File: src/design/rcs_cfg.svh
`ifndef RCS_CFG_SVH
`define RCS_CFG_SVH
// ----------------------------------------
// clock and timing
// ----------------------------------------
`define RCS_CLK_NS        8
`define RCS_SYS_KHZ       4000
`define RCS_SYSDIV_CYC    (1000000 / `RCS_SYS_KHZ / `RCS_CLK_NS)
`define RCS_POR_HOLD_NS   18000000
`define RCS_POR_HOLD_CYC  ((`RCS_POR_HOLD_NS + `RCS_CLK_NS - 1) / `RCS_CLK_NS)
`define RCS_RST_HOLD_NS   10000
`define RCS_RST_HOLD_CYC  ((`RCS_RST_HOLD_NS + `RCS_CLK_NS - 1) / `RCS_CLK_NS)
// ----------------------------------------
// register indexes (byte address = 4 * index)
// ----------------------------------------
`define RCS_IDX_PCL       8'h02
`define RCS_IDX_STATUS    8'h03
`define RCS_IDX_TRIM      8'h05
`define RCS_IDX_CMP       8'h07
`define RCS_IDX_OPTION    8'h08
`define RCS_IDX_DIR       8'h09
`define RCS_IDX_CFG       8'h0a
// ----------------------------------------
// field positions
// ----------------------------------------
`define RCS_ST_PINW       7
`define RCS_ST_CMPW       6
`define RCS_ST_TO         4
`define RCS_ST_PD         3
`define RCS_CFG_RPS       4
`define RCS_CFG_CP        3
`define RCS_CFG_WDE       2
`define RCS_OPT_PWU_N     7
`define RCS_CMP_CWU_N     0
`define RCS_CFG_MASK      12'h01c
// ----------------------------------------
// reset values
// ----------------------------------------
`define RCS_PCL_RST       8'hff
`define RCS_PCL_WRAP      8'h00
`define RCS_STATUS_POR    8'h18
`define RCS_TRIM_RST      8'hfe
`define RCS_CMP_RST       8'hff
`define RCS_OPT_RST       8'hff
`define RCS_DIR_RST       4'hf
`endif

File: src/design/rcs_pkg.sv
package rcs_pkg;
   // sequencer states
   typedef enum logic [1:0] {
      RCS_ST_PWR  = 2'b00,
      RCS_ST_HOLD = 2'b01,
      RCS_ST_RUN  = 2'b10
   } rcs_state_e;
   // one data byte
   typedef logic [7:0] rcs_byte_t;
endpackage

File: src/design/rcs_top.sv
`timescale 1ns/1ps
`include "rcs_cfg.svh"
// Notes on behaviour
// config word 12 bits, unused bits zero
// bit 4 picks reset pin or plain input
// bit 3 zero turns code protection on
// only config bit 2 enables the watchdog
// config word hidden while code runs
// internal oscillator only, 4 MHz clock
// start at last address, then wrap 0x000
// calibration word always readable
// trim at 05h, 0xfe on power-on only
// working register takes calibration value
// seven distinct reset causes
// pin and watchdog resets in sleep keep most registers
// timer and indirect data never reset
// program counter low forced to 0xff
// status values for power-on and pin reset
// status values for watchdog resets
// status values for wake-up resets
// status holds four cause flags
// sleep wakes on pin, comparator, watchdog
// long start hold after power-up only
// start timer counts once pin is high
// flags update as reset asserts
module rcs_top #(
   parameter int unsigned POR_HOLD_CYC = `RCS_POR_HOLD_CYC
) (
   // clock and power-on reset
   input  wire logic              aclk,
   input  wire logic              aresetn,
   // axi4-lite write channels
   input  wire logic [11:0]       awaddr,
   input  wire logic              awvalid,
   output logic                   awready,
   input  wire logic [31:0]       wdata,
   input  wire logic [3:0]        wstrb,
   input  wire logic              wvalid,
   output logic                   wready,
   output logic [1:0]             bresp,
   output logic                   bvalid,
   input  wire logic              bready,
   // axi4-lite read channels
   input  wire logic [11:0]       araddr,
   input  wire logic              arvalid,
   output logic                   arready,
   output logic [31:0]            rdata,
   output logic [1:0]             rresp,
   output logic                   rvalid,
   input  wire logic              rready,
   // configuration and calibration
   input  wire logic [11:0]       cfg_word,
   input  wire rcs_pkg::rcs_byte_t cal_word,
   input  wire logic              prog_read_last,
   output logic                   prog_read_allow,
   output logic                   code_protect,
   output logic                   watchdog_enable,
   output logic                   reset_pin_select,
   // reset and wake sources
   input  wire logic              shared_input_pin,
   input  wire logic              watchdog_timeout,
   input  wire logic              pin_change,
   input  wire logic              comparator_change,
   input  wire logic              comparator_out,
   input  wire logic              core_sleep,
   input  wire logic              sleep_enter,
   // core side
   output logic                   core_reset_n,
   output logic                   regs_clear,
   output logic                   sys_clk_en,
   output rcs_pkg::rcs_byte_t     working_value,
   output rcs_pkg::rcs_byte_t     program_counter_low,
   output rcs_pkg::rcs_byte_t     status_flags,
   output rcs_pkg::rcs_byte_t     osc_trim,
   output rcs_pkg::rcs_byte_t     comparator_control,
   output rcs_pkg::rcs_byte_t     option_control,
   output logic [3:0]             pin_direction
);
   import rcs_pkg::*;

   // ----------------------------------------
   // configuration decode
   // ----------------------------------------
   logic       ext_n_eff;   // reset pin level after select
   logic [11:0] cfg_view;   // config with unused bits zeroed

   assign cfg_view = cfg_word & `RCS_CFG_MASK;
   assign reset_pin_select = cfg_word[`RCS_CFG_RPS];
   // io mode ties the reset input high inside
   assign ext_n_eff = reset_pin_select ? shared_input_pin : 1'b1;
   assign code_protect = ~cfg_word[`RCS_CFG_CP];
   // no register can override this enable
   assign watchdog_enable = cfg_word[`RCS_CFG_WDE];
   // last word stays open so user code can fetch its trim
   assign prog_read_allow = ~code_protect | prog_read_last;

   // ----------------------------------------
   // reset sequencer
   // ----------------------------------------
   rcs_state_e  state;      // sequencer state
   rcs_state_e  next_state;
   logic [21:0] cnt;        // start-up timer count
   logic [21:0] next_cnt;
   logic [21:0] hold_last;  // last count of the current hold
   logic [4:0]  div;        // system clock divider
   logic [4:0]  next_div;
   logic        wrap;       // first fetch still pending
   logic        next_wrap;
   logic        in_run;
   logic        hold_done;
   logic        ev_ext, ev_wdt, ev_pin, ev_cmp, any_evt;

   assign in_run = (state == RCS_ST_RUN);
   assign core_reset_n = in_run;
   // long hold only out of power-up
   assign hold_last = (state == RCS_ST_PWR) ?
                      22'(POR_HOLD_CYC - 1) :
                      22'(`RCS_RST_HOLD_CYC - 1);
   assign hold_done = !in_run && ext_n_eff && (cnt == hold_last);
   // one tick per 4 MHz cycle; 125/4 is not whole, so rounded down
   assign sys_clk_en = (div == 5'(`RCS_SYSDIV_CYC - 1));

   // cause decode, one at a time by priority
   assign ev_ext = in_run && !ext_n_eff;
   assign ev_wdt = in_run && !ev_ext && watchdog_timeout &&
                   watchdog_enable;
   // wake sources only count while asleep
   assign ev_pin = in_run && !ev_ext && !ev_wdt && core_sleep &&
                   pin_change && !option_control[`RCS_OPT_PWU_N];
   assign ev_cmp = in_run && !ev_ext && !ev_wdt && !ev_pin &&
                   core_sleep && comparator_change &&
                   !comparator_control[`RCS_CMP_CWU_N];
   assign any_evt = ev_ext | ev_wdt | ev_pin | ev_cmp;

   // next state of the sequencer
   always_comb
   begin
      next_state = state;
      next_cnt   = cnt;
      next_wrap  = wrap;
      next_div   = sys_clk_en ? 5'h00 : div + 5'h01;
      unique case (state)
         RCS_ST_PWR, RCS_ST_HOLD:
         begin
            // timer waits for the pin to read high
            if (!ext_n_eff)
               next_cnt = '0;
            else if (hold_done)
            begin
               next_state = RCS_ST_RUN;
               next_cnt   = '0;
               next_wrap  = 1'b1;
            end
            else
               next_cnt = cnt + 22'h000001;
         end
         RCS_ST_RUN:
         begin
            if (any_evt)
            begin
               next_state = RCS_ST_HOLD;
               next_cnt   = '0;
               next_wrap  = 1'b0;
            end
            else if (sys_clk_en)
               next_wrap = 1'b0;
         end
         // unused code falls back to power-up
         default:
            next_state = RCS_ST_PWR;
      endcase
   end

   // sequencer flops
   always_ff @(posedge aclk)
   begin
      if (!aresetn)
      begin
         state <= RCS_ST_PWR;
         cnt   <= '0;
         div   <= '0;
         wrap  <= 1'b0;
      end
      else
      begin
         state <= next_state;
         cnt   <= next_cnt;
         div   <= next_div;
         wrap  <= next_wrap;
      end
   end

   // ----------------------------------------
   // bus decode
   // ----------------------------------------
   logic       wr_fire;     // write address and data taken
   logic       ar_fire;     // read address taken
   logic [7:0] wr_idx;
   logic [7:0] rd_idx;
   logic       wr_top_ok;
   logic       rd_top_ok;

   assign wr_fire = awvalid && wvalid && !bvalid;
   assign awready = wr_fire;
   assign wready  = wr_fire;
   assign ar_fire = arvalid && !rvalid;
   assign arready = !rvalid;
   assign wr_idx  = awaddr[9:2];
   assign rd_idx  = araddr[9:2];
   assign wr_top_ok = (awaddr[11:10] == 2'b00) && (awaddr[1:0] == 2'b00);
   assign rd_top_ok = (araddr[11:10] == 2'b00) && (araddr[1:0] == 2'b00);

   // ----------------------------------------
   // architectural registers
   // ----------------------------------------
   rcs_byte_t  next_pcl, next_status, next_trim, next_cmp;
   rcs_byte_t  next_opt, next_w;
   logic [3:0] next_dir;
   logic       next_clear;
   logic       wr_lo;       // low byte lane written

   assign wr_lo = wr_fire && wr_top_ok && wstrb[0];

   // register updates; reset events come last so set wins
   always_comb
   begin
      next_pcl    = program_counter_low;
      next_status = status_flags;
      next_trim   = osc_trim;
      next_cmp    = {comparator_out, comparator_control[6:0]};
      next_opt    = option_control;
      next_dir    = pin_direction;
      next_w      = working_value;
      next_clear  = 1'b0;
      if (wr_lo)
      begin
         unique case (wr_idx)
            `RCS_IDX_PCL:
               if (in_run)
                  next_pcl = wdata[7:0];
            // cause bits 4:3 are read-only, bit 5 reads zero
            `RCS_IDX_STATUS:
               next_status = {wdata[7:6], 1'b0, status_flags[4:3],
                              wdata[2:0]};
            `RCS_IDX_TRIM:
               next_trim = wdata[7:0];
            `RCS_IDX_CMP:
               next_cmp = {comparator_out, wdata[6:0]};
            `RCS_IDX_OPTION:
               next_opt = wdata[7:0];
            `RCS_IDX_DIR:
               next_dir = wdata[3:0];
            default:
               next_pcl = program_counter_low;
         endcase
      end
      // sleep entry clears power-down and sets time-out
      if (in_run && sleep_enter && !any_evt)
         next_status[`RCS_ST_TO:`RCS_ST_PD] = 2'b10;
      // first fetch after release rolls past the top
      if (in_run && wrap && sys_clk_en && !any_evt)
         next_pcl = `RCS_PCL_WRAP;
      if (ev_ext)
      begin
         if (core_sleep)
            next_status[7:3] = 5'b00010;
         else
            next_status[7:5] = 3'b000;
      end
      if (ev_wdt)
      begin
         if (core_sleep)
            next_status[7:3] = 5'b00000;
         else
            next_status[7:4] = 4'b0000;
      end
      if (ev_pin)
         next_status[7:3] = 5'b10010;
      if (ev_cmp)
         next_status[7:3] = 5'b01010;
      // trim and comparator keep their values here
      if (any_evt)
      begin
         next_opt = `RCS_OPT_RST;
         next_dir = `RCS_DIR_RST;
         // timer and indirect data are never on this line
         next_clear = !(core_sleep && (ev_ext || ev_wdt));
      end
      // counter parked at the top while held
      if (!in_run || any_evt)
         next_pcl = `RCS_PCL_RST;
      // the top-of-memory literal lands in the working value
      if (hold_done)
         next_w = cal_word;
   end

   // register flops; power-on values under reset
   always_ff @(posedge aclk)
   begin
      if (!aresetn)
      begin
         program_counter_low <= `RCS_PCL_RST;
         status_flags        <= `RCS_STATUS_POR;
         osc_trim            <= `RCS_TRIM_RST;
         comparator_control  <= `RCS_CMP_RST;
         option_control      <= `RCS_OPT_RST;
         pin_direction       <= `RCS_DIR_RST;
         working_value       <= 8'h00;
         regs_clear          <= 1'b1;
      end
      else
      begin
         program_counter_low <= next_pcl;
         status_flags        <= next_status;
         osc_trim            <= next_trim;
         comparator_control  <= next_cmp;
         option_control      <= next_opt;
         pin_direction       <= next_dir;
         working_value       <= next_w;
         regs_clear          <= next_clear;
      end
   end

   // ----------------------------------------
   // bus responses
   // ----------------------------------------
   logic        next_bvalid, next_rvalid;
   logic [1:0]  next_bresp, next_rresp;
   logic [31:0] next_rdata;
   logic        wr_map;

   assign wr_map = wr_top_ok && (wr_idx == `RCS_IDX_PCL ||
                   wr_idx == `RCS_IDX_STATUS || wr_idx == `RCS_IDX_TRIM ||
                   wr_idx == `RCS_IDX_CMP || wr_idx == `RCS_IDX_OPTION ||
                   wr_idx == `RCS_IDX_DIR);

   // write answer, then read data and answer
   always_comb
   begin
      next_bvalid = bvalid && !bready;
      next_bresp  = bresp;
      next_rvalid = rvalid && !rready;
      next_rresp  = rresp;
      next_rdata  = rdata;
      if (wr_fire)
      begin
         next_bvalid = 1'b1;
         next_bresp  = wr_map ? 2'b00 : 2'b10;
      end
      if (ar_fire)
      begin
         next_rvalid = 1'b1;
         next_rresp  = 2'b00;
         next_rdata  = 32'h00000000;
         if (!rd_top_ok)
            next_rresp = 2'b10;
         else
         begin
            unique case (rd_idx)
               `RCS_IDX_PCL:
                  next_rdata = {24'h000000, program_counter_low};
               `RCS_IDX_STATUS:
                  next_rdata = {24'h000000, status_flags};
               `RCS_IDX_TRIM:
                  next_rdata = {24'h000000, osc_trim};
               `RCS_IDX_CMP:
                  next_rdata = {24'h000000, comparator_control};
               // write-only registers read as zero
               `RCS_IDX_OPTION, `RCS_IDX_DIR:
                  next_rdata = 32'h00000000;
               // only visible while the core is held
               `RCS_IDX_CFG:
                  if (in_run)
                     next_rresp = 2'b10;
                  else
                     next_rdata = {20'h00000, cfg_view};
               default:
                  next_rresp = 2'b10;
            endcase
         end
      end
   end

   // response flops
   always_ff @(posedge aclk)
   begin
      if (!aresetn)
      begin
         bvalid <= 1'b0;
         bresp  <= 2'b00;
         rvalid <= 1'b0;
         rresp  <= 2'b00;
         rdata  <= 32'h00000000;
      end
      else
      begin
         bvalid <= next_bvalid;
         bresp  <= next_bresp;
         rvalid <= next_rvalid;
         rresp  <= next_rresp;
         rdata  <= next_rdata;
      end
   end
endmodule

File: config.mk
export PLATFORM = sky130hd
export DESIGN_NAME = rcs_top
export DESIGN_NICKNAME = d
export VERILOG_FILES = /design/src/design/rcs_pkg.sv /design/src/design/rcs_top.sv
export VERILOG_INCLUDE_DIRS = /design/src /design/src/design
export SDC_FILE = /design/constraint.sdc
export NUM_CORES = 1
export LEC_CHECK = 0
export ABC_CLOCK_PERIOD_IN_PS = 3550
export BUFFER_PORTS_ARGS = -buffer_cell sky130_fd_sc_hd__buf_2
export CELL_PAD_IN_SITES_DETAIL_PLACEMENT = 1
export CELL_PAD_IN_SITES_GLOBAL_PLACEMENT = 1
export CORE_ASPECT_RATIO = 0.8
export CORE_MARGIN = 2
export CORE_UTILIZATION = 37
export DETAILED_ROUTE_END_ITERATION = 6
export PLACE_DENSITY_LB_ADDON = 0.1
export SLEW_MARGIN = 20
export SYNTH_ARGS = -nofsm -noshare
export SYNTH_HDL_FRONTEND = slang
export SYNTH_SLANG_ARGS = --single-unit
File: constraint.sdc
create_clock -name aclk -period 3.55 [get_ports aclk]
set_input_delay 0.355 -clock aclk [delete_from_list [all_inputs] [get_ports aclk]]
set_output_delay 0.355 -clock aclk [all_outputs]
set_load 0.005 [all_outputs]
* After elaboration in Yosys (flattened, before gate mapping)
Cells that the tools add are included.
** Operators by class
- Add/subtract/negate cells :: 2
- Muxes and demuxes :: 38
- Equal/unequal tests :: 21
- Bitwise logic cells :: 6
- Reduce and logical (&&, ||, !) cells :: 81
** Operator list (number)
- $mux 22 :: 4
- $mux 8 :: 7
- $pmux 22 s2 :: 1
- $eq 8x4->1 const B :: 5
- $pmux 8 s5 :: 1
- $eq 8x2->1 const B :: 4
- $eq 8x3->1 const B :: 4
- $logic_and 1x1->1 :: 30
- $add 22x1->22 const B :: 1
- $eq 22x22->1 :: 1
- $mux 5 :: 4
- $mux 2 :: 8
- $reduce_and 2->1 :: 8
- $logic_not 1->1 :: 13
- $logic_not 2->1 :: 5
- $reduce_bool 5->1 :: 2
- $reduce_or 2->1 :: 5
- $mux 1 :: 9
- $pmux 2 s2 :: 2
- $reduce_bool 2->1 :: 4
- $reduce_bool 4->1 :: 2
- $logic_or 1x1->1 :: 7
- $reduce_and 3->1 :: 2
- $reduce_or 6->1 :: 1
- other kinds (13) :: 18
** Storage, ports and cells
- Output and inout port bits :: 100
- Bits in registers :: 120

* Depth between registers and ports, before layout
Gate-level depths: netlist (run 1).
- Word-level depth :: 27
- Depth in mapped cells :: 8
- Depth with buffers taken out :: 6

* Least setup slack after synthesis (run 1)
No wires, ideal clock.
- Path kind :: input port to flip-flop
- From :: in awaddr[10]
- To :: reg status_flags[7]
- Path slack :: 1.729 ns
- Path buffers :: 1
- Arrival :: 1.699 ns
- Stages on the path :: 6
- Setup time :: 0.122 ns
- Cells stage by stage :: nor4_1 and4_1 buf_2 nand2_1 and3_1 o311a_1
** On the way
- Word-level cells in the longest chain between the ends :: 6
** Ends and longest elaborated chain
- start: declaration :: line rcs_top.sv:33 : input wire logic [11:0] awaddr,
- $logic_not 2->1 :: line rcs_top.sv:210 : assign wr_top_ok = (awaddr[11:10] == 2'b00) && (awaddr[1:0] == 2'b00);
- $logic_and 1x1->1 :: line rcs_top.sv:210
- $logic_and 1x1->1 (2 in series) :: line rcs_top.sv:222 : assign wr_lo = wr_fire && wr_top_ok && wstrb[0];
- $reduce_bool 4->1 (no source line)
- $reduce_and 2->1 (no source line)
- end signal: assignment :: line rcs_top.sv:303 : status_flags <= `RCS_STATUS_POR;
- end signal: assignment :: line rcs_top.sv:314 : status_flags <= next_status;
- end: declaration :: line rcs_top.sv:73 : output rcs_pkg::rcs_byte_t status_flags,
Every way passes these cells.
A chain may end at the register's enable or synchronous reset.

* Worst setup path in the final report (run 1)
- From :: reg cnt[3]
- To :: reg cnt[20]
** On the way
- Word-level cells in the longest chain between the ends :: 5
** Ends and longest elaborated chain
- start: declaration :: line rcs_top.sv:102 : logic [21:0] cnt;
- start signal: assignment :: line rcs_top.sv:187 : cnt <= next_cnt;
- branches (longest 2 deep; another with $add 22x1->22)
- $mux 22 * :: line rcs_top.sv:148 : else if (hold_done)
- $mux 22 * :: line rcs_top.sv:146 : if (!ext_n_eff)
- $pmux 22 s2 * :: line rcs_top.sv:142 : unique case (state)
Every way passes the cells marked *.

==> run summary, run 1 <==
Status - finished, final reports clean
Synth unique cells - 64
Share of the synthesized area in the top cell type - 40.30%
Nets - 748
CP Data Required Time - 3.83 ns
Post-CTS Hold Fix Bufs - 0
CP Capture Type - register
Clk pwr share - 45.1%
Number of post-CTS setup repair buffers - 0
Starting Density - 38.11%
Syn Inst Count - 531
Max Cap Viol - 0
TritonCTS Buffers - 9
Sequential share of power - 48.5%
Setup violations, final - 0
Least-Margin Pin Slew - 0.6399 ns
Layout cells sized above 1 - 25.65%
# diodes - 0
Antenna Violating Nets Remaining - 0
Synth top area cells - dfxtp_1 40%, mux2i_1 10%, nand2_1 6.4%
Final Slew Violations - 0
Clk slew on worst S/H paths - 0.07 ns
Area grow syn2layout - 20.98%
Pint - 1704 uW
Per-cell routed wire length - 16.87 um
Die H - 104.5 um
Worst slew margin - 57.11%
Critical R2R Capture - cnt[20]
Drt drc - 0
CTS tree - yes
First-pass GRT wire length - 22,030 um
Worst hold path stage count - 2
Final Hold Fails - 0
Setup WS post-layout - 1.151 ns
Post-Syn Area per Cell - 8.794 um^2
Fin crit period - 2.399 ns
LEAKAGE - 0.002292 uW
Root buffer cell - clkbuf_16
Register area share after synthesis - 40.30%
Post-synthesis instance area - 4669 um^2
Final Util - 46.11%
Worst Skew - 0.007121 ns
Worst Hold Path EP - comparator_control[7]
Longest Clk Path Bufs - 2
Hold Startpoint - comparator_out
YS warnings - 0
Net switching power - 509.2 uW
Total wire length - 13,940 um
Post-synth EDFFs - 0
Vias/cell - 5.246
CORE AREA - 12,250 um^2
Area leader, netlist - dfxtp_1
Port bufs - 131
Clock Latency Late Sink - 0.35 ns
Cell Pwr Density - 391.8 nW/um^2
H-tree depth - 3
CTS sink count - 94
Router iterations before antenna repair - 4
Top FF cell, synth - dfxtp_1
Worst Hold Class - in -> reg
R2r startpoint - cnt[3]
Die area - 13,540 um^2
Sw Share - 23.01%
Final period util - 67.58%
Cells on worst reg2reg path - 5
Post-Route Setup TNS - 0 ns
Fill cells - 1,497
Worst EP arrival - 2.68 ns
Setup CP Type - reg -> reg
Largest net degree at the start of global routing - 41
Total GRT Usage - 20.58%
Die Wd - 129.6 um
Post-cts sizing count - 0
Dpl ws - 1.193 ns
Logic gate share of total power - 6.4%
Ys async rst share - 0%
# IOs - 195
Vias in the first global route - 4,263
Post-DP HPWL - 10,540 um
CP max FO - 16
Highest Clock Rate - 416.8 MHz
First DRT Iteration DRCs - 143
Most common cell after layout, fill and taps aside - buf_2
Grt ovf - 0
GP Congestion - 0.8032
Number of cell rows - 36
CP Launch Type - register
Peak VDD IR - 0.0002640 V
R2R Setup Slk - 1.15 ns
Via count - 4,333
Antenna violations before repair - 0
Most frequent cells in the layout - 131 x buf_2, 94 x dfxtp_1, 80 x nand2_1
Yosys reg bits - 94
RSZ-0062 raised after global routing - false
kinds of logic after synthesis:
group / Yosys count / share of synthesized area, %
other cells: 1 / 0.08031
compound gates: 102 / 14.44
buf+inv: 67 / 7.985
simple gates: 204 / 23.45
mux: 55 / 12.00
xor+xnor: 5 / 0.9380
fa+ha+maj: 3 / 0.8039
flops: 94 / 40.30
synthesized netlist by cell type, types with 4 or more instances:
master / instances
nor2b_1: 6
a22oi_1: 6
and2_1: 7
o21ai_1: 12
nor4_1: 7
clkbuf_1: 16
a221oi_1: 4
nand2_1: 80
a21o_1: 6
inv_1: 13
a31oi_1: 5
a21oi_1: 21
or3_1: 11
nor2_1: 17
buf_4: 30
o21ai_0: 14
o31ai_1: 10
nand4_1: 7
nor3_1: 6
mux2i_1: 47
buf_2: 7
and4_1: 9
and3_1: 8
nand3_1: 12
mux2_2: 7
dfxtp_1: 94
or4_1: 9
nand2b_1: 7
nor3b_1: 4
a21boi_1: 5
final cells by class:
type	count	area (um^2)	area share, %
multi-input combinational	396	2512	44.47
sequential	94	1882	33.31
timing repair buffer	135	685.7	12.14
clock buffer	13	260.3	4.607
tap	171	214.0	3.787
inverter	14	52.55	0.9302
clock inverter	3	42.54	0.7530
worst max path at each step:
stage                from               endpoint  slack [ns]  cells after the start
6_report           cnt[3]                cnt[20]        1.15                      5
5_1_grt            cnt[3]                cnt[20]        0.94                      5
4_1_cts            cnt[3]                cnt[20]        1.20                      5
3_5_place_dp   awaddr[10]  comparator_control[3]        1.19                      6
3_3_place_gp   awaddr[10]  comparator_control[6]        1.28                      6
2_1_floorplan  awaddr[10]        status_flags[7]        1.73                      6
power groups by stage:
stage               Sequential [uW]  Clock (uW)  Combinational (uW)
floorplan                      1090           0                90.8
global placement               1100           0                 138
detailed placement             1100           0                 142
CTS                            1070        1030                 143
global route                   1070        1060                 160
finish                         1070         998                 143
metrics by stage:
stage / hold WS [ns] / power [uW] / instances / area [um^2]
2_1_floorplan: 0.4300 / 1186 / 557 / 4767
3_3_place_gp: 0.4413 / 1233 / 810 / 5346
3_5_place_dp: 0.4510 / 1238 / 810 / 5346
4_1_cts: 0.1782 / 2242 / 826 / 5649
5_1_grt: 0.1832 / 2297 / 826 / 5649
6_report: 0.1865 / 2213 / 826 / 5649
flip-flops by register name (all words and copies together) (netlist names), 7 cells and up:
| signal | cells |
|---|---|
| status_flags | 7 |
| rdata | 8 |
| comparator_control | 8 |
| working_value | 8 |
| option_control | 8 |
| cnt | 22 |
| osc_trim | 8 |
| program_counter_low | 8 |
routing by layer:
layer | track usage (%) | wire, um | part of all wire [%] | vias up
met3 | 7.870 | 1136 | 8.2 | 20
met4 | 5.300 | 257 | 1.8 | 0
met1 | 26.76 | 6474 | 46 | 2079
met5 | 0 | 0 | 0 | -
li1 | - | - | - | 2093
met2 | 31.94 | 6067 | 44 | 141
worst max-delay path, stage by stage, from the launching register on:
cell and delay, ns:
dfxtp_1 0.45, nand2_1 0.14, nor3_2 0.37, nand4_1 0.55, or4_1 0.67, a21oi_1 0.15
No activity file was read; power rests on OpenSTA's default activity.
==> inputs of run 2 (changes only) <==
--- a/config.mk
+++ b/config.mk
@@ -6,13 +6,14 @@
 export SDC_FILE = /design/constraint.sdc
 export NUM_CORES = 1
 export LEC_CHECK = 0
-export ABC_CLOCK_PERIOD_IN_PS = 3550
+export ABC_AREA = 1
+export ABC_CLOCK_PERIOD_IN_PS = 2270
 export BUFFER_PORTS_ARGS = -buffer_cell sky130_fd_sc_hd__buf_2
 export CELL_PAD_IN_SITES_DETAIL_PLACEMENT = 1
 export CELL_PAD_IN_SITES_GLOBAL_PLACEMENT = 1
 export CORE_ASPECT_RATIO = 0.8
 export CORE_MARGIN = 2
-export CORE_UTILIZATION = 37
+export CORE_UTILIZATION = 33
 export DETAILED_ROUTE_END_ITERATION = 6
 export PLACE_DENSITY_LB_ADDON = 0.1
 export SLEW_MARGIN = 20
==> constraint.sdc (replaced) <==
create_clock -name aclk -period 2.27 [get_ports aclk]
set_input_delay 0.227 -clock aclk [delete_from_list [all_inputs] [get_ports aclk]]
set_output_delay 0.227 -clock aclk [all_outputs]
set_load 0.005 [all_outputs]
==> run 2 against run 1 <==
  * Critical path depth increased by 4
  * Synthesized area rose by 5.9%
  * Routed wire length grew 16%
  * Via count up 19%
  * Final cell count grew 28%
  * Die area rose by 18%
  * Setup slack got worse by 0.81 ns
  * Count of clock-buffer cells in the layout down 4
  * Synthesized cell count increased by 39%
==> run summary, run 2 <==
Status - finished, final reports clean (unchanged)
Final period util - 85.13% (was 67.58%)
Max Cap Viol - 0 (unchanged)
RSZ-0062 raised after global routing - false (unchanged)
Setup crit end - cnt[16] (was cnt[20])
Layout cells sized above 1 - 19.50% (was 25.65%)
Smallest hold slack - 0.05594 ns (was 0.1865 ns)
Worst EP arrival - 2.16 ns (was 2.68 ns)
CP bufs+invs - 1 (was 0)
Crit. path cell count - 9 (was 5)
Die area - 15,990 um^2 (was 13,540 um^2)
Antenna violations before repair - 0 (unchanged)
Post-synth EDFFs - 0 (unchanged)
Crit path largest cell delay - 0.48 ns (was 0.67 ns)
Cell Pwr Density - 591.2 nW/um^2 (was 391.8 nW/um^2)
Area grow syn2layout - 21.50% (was 20.98%)
TritonCTS Buffers - 9 (unchanged)
Post-CTS Hold Fix Bufs - 0 (unchanged)
CP Cell Sequence - inv_2 -> nor2_4 -> nand2_2 -> nor2_4 -> o21ai_4 -> nand3_4 -> nand2_1 -> nand2_2 -> nor2_1 (was nand2_1 -> nor3_2 -> nand4_1 -> or4_1 -> a21oi_1)
GP Congestion - 0.8916 (was 0.8032)
Die H - 113.5 um (was 104.5 um)
Final Hold Fails - 0 (unchanged)
CTS sink count - 94 (unchanged)
CP Data Required Time - 2.50 ns (was 3.83 ns)
Cells on worst reg2reg path - 9 (was 5)
Router iterations before antenna repair - 4 (unchanged)
First DRT Iteration DRCs - 230 (was 143)
CP Capture Type - register (unchanged)
Area leader, netlist - dfxtp_1 (unchanged)
Clk slew on worst S/H paths - 0.07 ns (about the same)
Synth cell count leaders - 196 x nand2_1, 113 x nor2_1, 94 x dfxtp_1 (was 94 x dfxtp_1, 80 x nand2_1, 47 x mux2i_1)
Number of cell rows - 39 (was 36)
Grt ovf - 0 (unchanged)
Longest Clk Path Bufs - 2 (unchanged)
Final Slew Violations - 0 (unchanged)
# diodes - 0 (unchanged)
Post-Syn Area per Cell - 6.695 um^2 (was 8.794 um^2)
Most common cell after layout, fill and taps aside - nand2_1 (was buf_2)
CP max FO - 19 (was 16)
Top FF cell, synth - dfxtp_1 (unchanged)
Nets - 966 (was 748)
Total wire length - 16,130 um (was 13,940 um)
Worst slew margin - 61.69% (was 57.11%)
Antenna Violating Nets Remaining - 0 (unchanged)
CP Launch Type - register (unchanged)
Multi-input gate area - 2530 um^2 (was 2512 um^2)
Vias in the first global route - 4,979 (was 4,263)
First-pass GRT wire length - 25,760 um (was 22,030 um)
Most numerous cell in the Yosys netlist - nand2_1 (was dfxtp_1)
Worst setup path startpoint - state[1] (was cnt[3])
Fin crit period - 1.932 ns (was 2.399 ns)
Starting Density - 34.25% (was 38.11%)
Syn Inst Count - 739 (was 531)
Number of post-CTS setup repair buffers - 0 (unchanged)
H-tree depth - 3 (unchanged)
Yosys reg bits - 94 (unchanged)
Post-synthesis instance area - 4947 um^2 (was 4669 um^2)
Per-cell routed wire length - 15.27 um (was 16.87 um)
# IOs - 195 (unchanged)
Peak VDD IR - 0.0003571 V (was 0.0002640 V)
Most frequent cells in the layout - 196 x nand2_1, 131 x buf_2, 113 x nor2_1 (was 131 x buf_2, 94 x dfxtp_1, 80 x nand2_1)
Register area share after synthesis - 38.04% (was 40.30%)
Worst Skew - 0.01064 ns (was 0.007121 ns)
Total GRT Usage - 20.37% (was 20.58%)
Highest Clock Rate - 517.5 MHz (was 416.8 MHz)
Max reg flops - 22 (unchanged)
Port bufs - 131 (unchanged)
Synth unique cells - 40 (was 64)
Worst path slowest cell - dfxtp_1 (was or4_1)
YS warnings - 0 (unchanged)
R2R Setup Slk - 0.34 ns (was 1.15 ns)
Worst Hold Class - in -> reg (unchanged)
CTS tree - yes (unchanged)
Least-Margin Pin Slew - 0.5733 ns (was 0.6399 ns)
Ys async rst share - 0% (unchanged)
Post-DP HPWL - 12,880 um (was 10,540 um)
CORE AREA - 14,440 um^2 (was 12,250 um^2)
Vias/cell - 4.866 (was 5.246)
Via count - 5,139 (was 4,333)
Synth top area cells - dfxtp_1 38%, nand2_1 15%, nor2_1 8.6% (was dfxtp_1 40%, mux2i_1 10%, nand2_1 6.4%)
Clock Latency Late Sink - 0.36 ns (was 0.35 ns)
Root buffer cell - clkbuf_16 (unchanged)
Critical R2R Capture - cnt[16] (was cnt[20])
CP top delay family - simple AND/OR/NAND/NOR gates (unchanged)
Biggest register - cnt (unchanged)
Setup CP Type - reg -> reg (unchanged)
Share of the synthesized area in the top cell type - 38.04% (was 40.30%)
Die Wd - 140.9 um (was 129.6 um)
Drt drc - 0 (unchanged)
Largest net degree at the start of global routing - 26 (was 41)
Fill cells - 1,914 (was 1,497)
Post-cts sizing count - 0 (unchanged)
Worst hold path stage count - 2 (unchanged)
LEAKAGE - 0.002995 uW (was 0.002292 uW)
Setup violations, final - 0 (unchanged)
Register area - 1882 um^2 (unchanged)
Post-Route Setup TNS - 0 ns (unchanged)
R2r startpoint - state[1] (was cnt[3])
[run 2: cell types whose count changed in the layout (fill, tap and decap cells not counted), sizes merged, moves of 8 or more]
| cell | before | now |
|---|---|---|
| nand3 | 12 | 78 |
| o211ai | 1 | 26 |
| mux2i | 47 | 0 |
| nand2 | 80 | 199 |
| and3 | 8 | 0 |
| nand4 | 7 | 18 |
| o31ai | 10 | 1 |
| nor2 | 18 | 116 |
| inv | 14 | 82 |
| o21ai | 26 | 11 |
| mux2 | 8 | 0 |
| and4 | 9 | 0 |
| or4 | 9 | 0 |
| or3 | 11 | 0 |
[run 2: routing by layer]
metal  GRT usage, %  vias up  share of wire [%]
li1               -     2574                  -
met1          29.10     2420                 51
met2          31.48      139                 43
met3          4.408        6                5.8
met4          5.067        0               0.61
met5              0        -                  0
[run 2: cell type report]
type / instances / share of cell area (%)
tap: 184 / 3.830
inverter: 82 / 5.121
timing repair buffer: 141 / 12.36
multi-input combinational: 540 / 42.09
clock buffer: 9 / 3.747
clock inverter: 6 / 1.540
sequential: 94 / 31.31
[run 2: stage by stage]
stage / setup WS, ns / utilization (%) / cells / cell area, um^2 / power, uW
after floorplan: 0.7536 / - / 765 / 5045 / 1869
after global placement: 0.4048 / 39.41 / 1041 / 5693 / 1936
after detailed placement: 0.3272 / 39.41 / 1041 / 5693 / 1946
after CTS: 0.3097 / 41.61 / 1056 / 6011 / 3601
after global routing: 0.1227 / 41.61 / 1056 / 6011 / 3707
final: 0.3375 / 41.61 / 1056 / 6011 / 3553
[run 2: worst reg2reg max path: stages, from the launching register on]
cell and delay [ns]:
dfxtp_1 0.48, inv_2 0.10, nor2_4 0.10, nand2_2 0.08, nor2_4 0.15, o21ai_4 0.13
nand3_4 0.22, nand2_1 0.11, nand2_2 0.32, nor2_1 0.11
[run 2: worst min-delay path by stage]
stage,startpoint,to,slack (ns)
after floorplan,core_sleep,regs_clear,0.33
after global placement,comparator_out,comparator_control[7],0.41
after detailed placement,comparator_out,comparator_control[7],0.42
after CTS,comparator_out,comparator_control[7],0.05
after global routing,comparator_out,comparator_control[7],0.05
final,comparator_out,comparator_control[7],0.06
[run 2: cells by family (layout without fill, tap and decap cells)]
family                   count (synthesis)  after routing  synth area share (%)
flip-flops                              94             94                 38.04
XOR/XNOR                                10             10                 1.770
other                                    1             27               0.07580
adder cells (fa/ha/maj)                  3              3                0.7588
AND/OR/NAND/NOR                        433            433                 37.53
AO/OA/AOI/OAI                           67             67                 9.029
buffers and inverters                  131            238                 12.80
[run 2: report_power, final]
part           switching (uW)  internal, uW  leakage (uW)
Combinational             147          82.8       0.00208
Sequential               13.4          1660      0.000761
Clock                     679           967      0.000149
Total                     839          2710       0.00299
==> inputs of run 3 (changes only) <==
--- a/config.mk
+++ b/config.mk
@@ -6,14 +6,13 @@
 export SDC_FILE = /design/constraint.sdc
 export NUM_CORES = 1
 export LEC_CHECK = 0
-export ABC_AREA = 1
-export ABC_CLOCK_PERIOD_IN_PS = 2270
+export ABC_CLOCK_PERIOD_IN_PS = 2300
 export BUFFER_PORTS_ARGS = -buffer_cell sky130_fd_sc_hd__buf_2
 export CELL_PAD_IN_SITES_DETAIL_PLACEMENT = 1
 export CELL_PAD_IN_SITES_GLOBAL_PLACEMENT = 1
 export CORE_ASPECT_RATIO = 0.8
 export CORE_MARGIN = 2
-export CORE_UTILIZATION = 33
+export CORE_UTILIZATION = 37
 export DETAILED_ROUTE_END_ITERATION = 6
 export PLACE_DENSITY_LB_ADDON = 0.1
 export SLEW_MARGIN = 20
==> constraint.sdc (replaced) <==
create_clock -name aclk -period 2.3 [get_ports aclk]
set_input_delay 0.23 -clock aclk [delete_from_list [all_inputs] [get_ports aclk]]
set_output_delay 0.23 -clock aclk [all_outputs]
set_load 0.005 [all_outputs]
==> run 3 against run 2 <==
  * Setup slack got worse by 0.079 ns
  * Critical path depth fell by 3
  * Count of clock-buffer cells in the layout rose by 3
  * Routed wire length fell by 14%
  * Clock skew fell by 0.0046 ns
  * Global-route usage grew 0.24 points
  * Die area decreased by 15%
  * Critical endpoint is now cnt[20]
==> run summary, run 3 (synthesis gave the netlist of run 1 again) <==
Least-Margin Pin Slew - 0.5910 ns (was 0.5733 ns)
# diodes - 0 (unchanged)
First-pass GRT wire length - 22,140 um (was 25,760 um)
LEAKAGE - 0.002324 uW (was 0.002995 uW)
Sequential share of power - 51.4% (was 47.2%)
Root buffer cell - clkbuf_16 (unchanged)
CTS tree - yes (unchanged)
Area grow syn2layout - 21.70% (was 21.50%)
Antenna Violating Nets Remaining - 0 (unchanged)
Via count - 4,332 (was 5,139)
# IOs - 195 (unchanged)
CP Launch Type - register (unchanged)
Starting Density - 38.11% (was 34.25%)
Final Hold Fails - 0 (unchanged)
GP Congestion - 0.7861 (was 0.8916)
Register area - 1882 um^2 (unchanged)
Final Util - 46.38% (was 41.61%)
Antenna violations before repair - 0 (unchanged)
Clock Latency Late Sink - 0.34 ns (was 0.36 ns)
Logic gate share of total power - 7.0% (was 6.5%)
Die H - 104.5 um (was 113.5 um)
Multi-input gate area - 2512 um^2 (was 2530 um^2)
CP max FO - 18 (was 19)
Max reg flops - 22 (unchanged)
Most frequent cells in the layout - 131 x buf_2, 94 x dfxtp_1, 80 x nand2_1 (was 196 x nand2_1, 131 x buf_2, 113 x nor2_1)
Peak VDD IR - 0.0002446 V (was 0.0003571 V)
Most common cell after layout, fill and taps aside - buf_2 (was nand2_1)
Net switching power - 741.1 uW (was 839.3 uW)
Post-cts sizing count - 0 (unchanged)
Final Power - 3222 uW (was 3553 uW)
Fill cells - 1,529 (was 1,914)
RSZ-0062 raised after global routing - false (unchanged)
Total GRT Usage - 20.62% (was 20.37%)
Router iterations before antenna repair - 4 (unchanged)
First DRT Iteration DRCs - 188 (was 230)
CP Capture Type - register (unchanged)
Pint - 2481 uW (was 2714 uW)
TritonCTS Buffers - 9 (unchanged)
CORE AREA - 12,250 um^2 (was 14,440 um^2)
Worst Hold Class - in -> reg (unchanged)
Setup violations, final - 0 (unchanged)
Vias in the first global route - 4,304 (was 4,979)
Total wire length - 13,910 um (was 16,130 um)
Longest Clk Path Bufs - 2 (unchanged)
Highest Clock Rate - 489.8 MHz (was 517.5 MHz)
Final period util - 88.77% (was 85.13%)
Final Slew Violations - 0 (unchanged)
Number of cell rows - 36 (was 39)
Number of post-CTS setup repair buffers - 0 (unchanged)
Biggest register - cnt (unchanged)
Setup CP Type - reg -> reg (unchanged)
Die area - 13,540 um^2 (was 15,990 um^2)
Worst Skew - 0.006027 ns (was 0.01064 ns)
Layout cells sized above 1 - 26.44% (was 19.50%)
Cell Pwr Density - 566.9 nW/um^2 (was 591.2 nW/um^2)
Largest net degree at the start of global routing - 39 (was 26)
H-tree depth - 3 (unchanged)
Post-CTS Hold Fix Bufs - 0 (unchanged)
Post-Route Setup TNS - 0 ns (unchanged)
Status - finished, final reports clean (unchanged)
Die Wd - 129.6 um (was 140.9 um)
Clk slew on worst S/H paths - 0.06 ns (was 0.07 ns)
Worst EP arrival - 2.31 ns (was 2.16 ns)
Clk pwr share - 41.6% (was 46.3%)
Max Cap Viol - 0 (unchanged)
Drt drc - 0 (unchanged)
Per-cell routed wire length - 16.70 um (was 15.27 um)
Post-DP HPWL - 10,570 um (was 12,880 um)
Grt ovf - 0 (unchanged)
Vias/cell - 5.200 (was 4.866)
Sw Share - 23.00% (was 23.62%)
Port bufs - 131 (unchanged)
Nets - 757 (was 966)
CP Data Required Time - 2.57 ns (was 2.50 ns)
Fin crit period - 2.042 ns (was 1.932 ns)
Worst slew margin - 60.56% (was 61.69%)
CTS sink count - 94 (unchanged)
==> run 3: changes by cell type in the layout (fill, tap and decap cells not counted), sizes merged, moves of 11 or more <==
cell / previous run / this run
o211ai: 26 / 1
o21ai: 11 / 26
nor2: 116 / 18
mux2i: 0 / 47
nand3: 78 / 12
nand4: 18 / 7
or3: 0 / 11
inv: 82 / 14
nand2: 199 / 80
==> run 3: path summary, 6_finish.rpt <==
kind | startpoint | end | slack [ns] | depth (start not counted)
worst max register to register | comparator_control[0] | cnt[20] | 0.26 | 6
worst min-delay path | comparator_out | comparator_control[7] | 0.08 | 2
worst max-delay path | comparator_control[0] | cnt[20] | 0.26 | 6
worst min register to register | rdata[6] | rdata[6] | 0.46 | 2
==> run 3: critical path, cell delays in order (launching register included) <==
cell	delay, ns
dfxtp_1	0.33
nand2b_1	0.24
a211oi_1	0.46
o31ai_1	0.11
buf_4	0.21
or4_1	0.47
a21oi_1	0.16
==> run 3: layout make-up <==
| type | count | share of cell area (%) |
|---|---|---|
| multi-input combinational | 396 | 44.21 |
| sequential | 94 | 33.11 |
| timing repair buffer | 144 | 13.47 |
| clock buffer | 12 | 4.337 |
| tap | 171 | 3.765 |
| inverter | 14 | 0.9247 |
| clock inverter | 2 | 0.1761 |
==> run 3: per-stage QoR <==
step,worst slack [ns],hold WS [ns],instances,cell area (um^2)
floorplan,0.4932,0.3315,557,4767
global placement,0.2794,0.4115,819,5426
detailed placement,0.1898,0.4218,819,5426
CTS,0.2667,0.06590,833,5683
global route,0.06281,0.06172,833,5683
finish,0.2583,0.07769,833,5683
==> run 3: per-layer routing <==
layer | up-vias | part of all wire, % | GRT usage [%]
li1 | 2108 | - | -
met1 | 2074 | 49 | 27.96
met2 | 132 | 44 | 32.01
met3 | 18 | 5.8 | 5.298
met4 | 0 | 1.8 | 6.375
met5 | - | 0 | 0
==> run 3: power groups by stage <==
stage               registers [uW]  clock network (uW)  logic, uW
global route                  1660                1470        254
finish                        1660                1340        227
global placement              1690                   0        219
CTS                           1650                1390        227
detailed placement            1690                   0        226
floorplan                     1690                   0        140
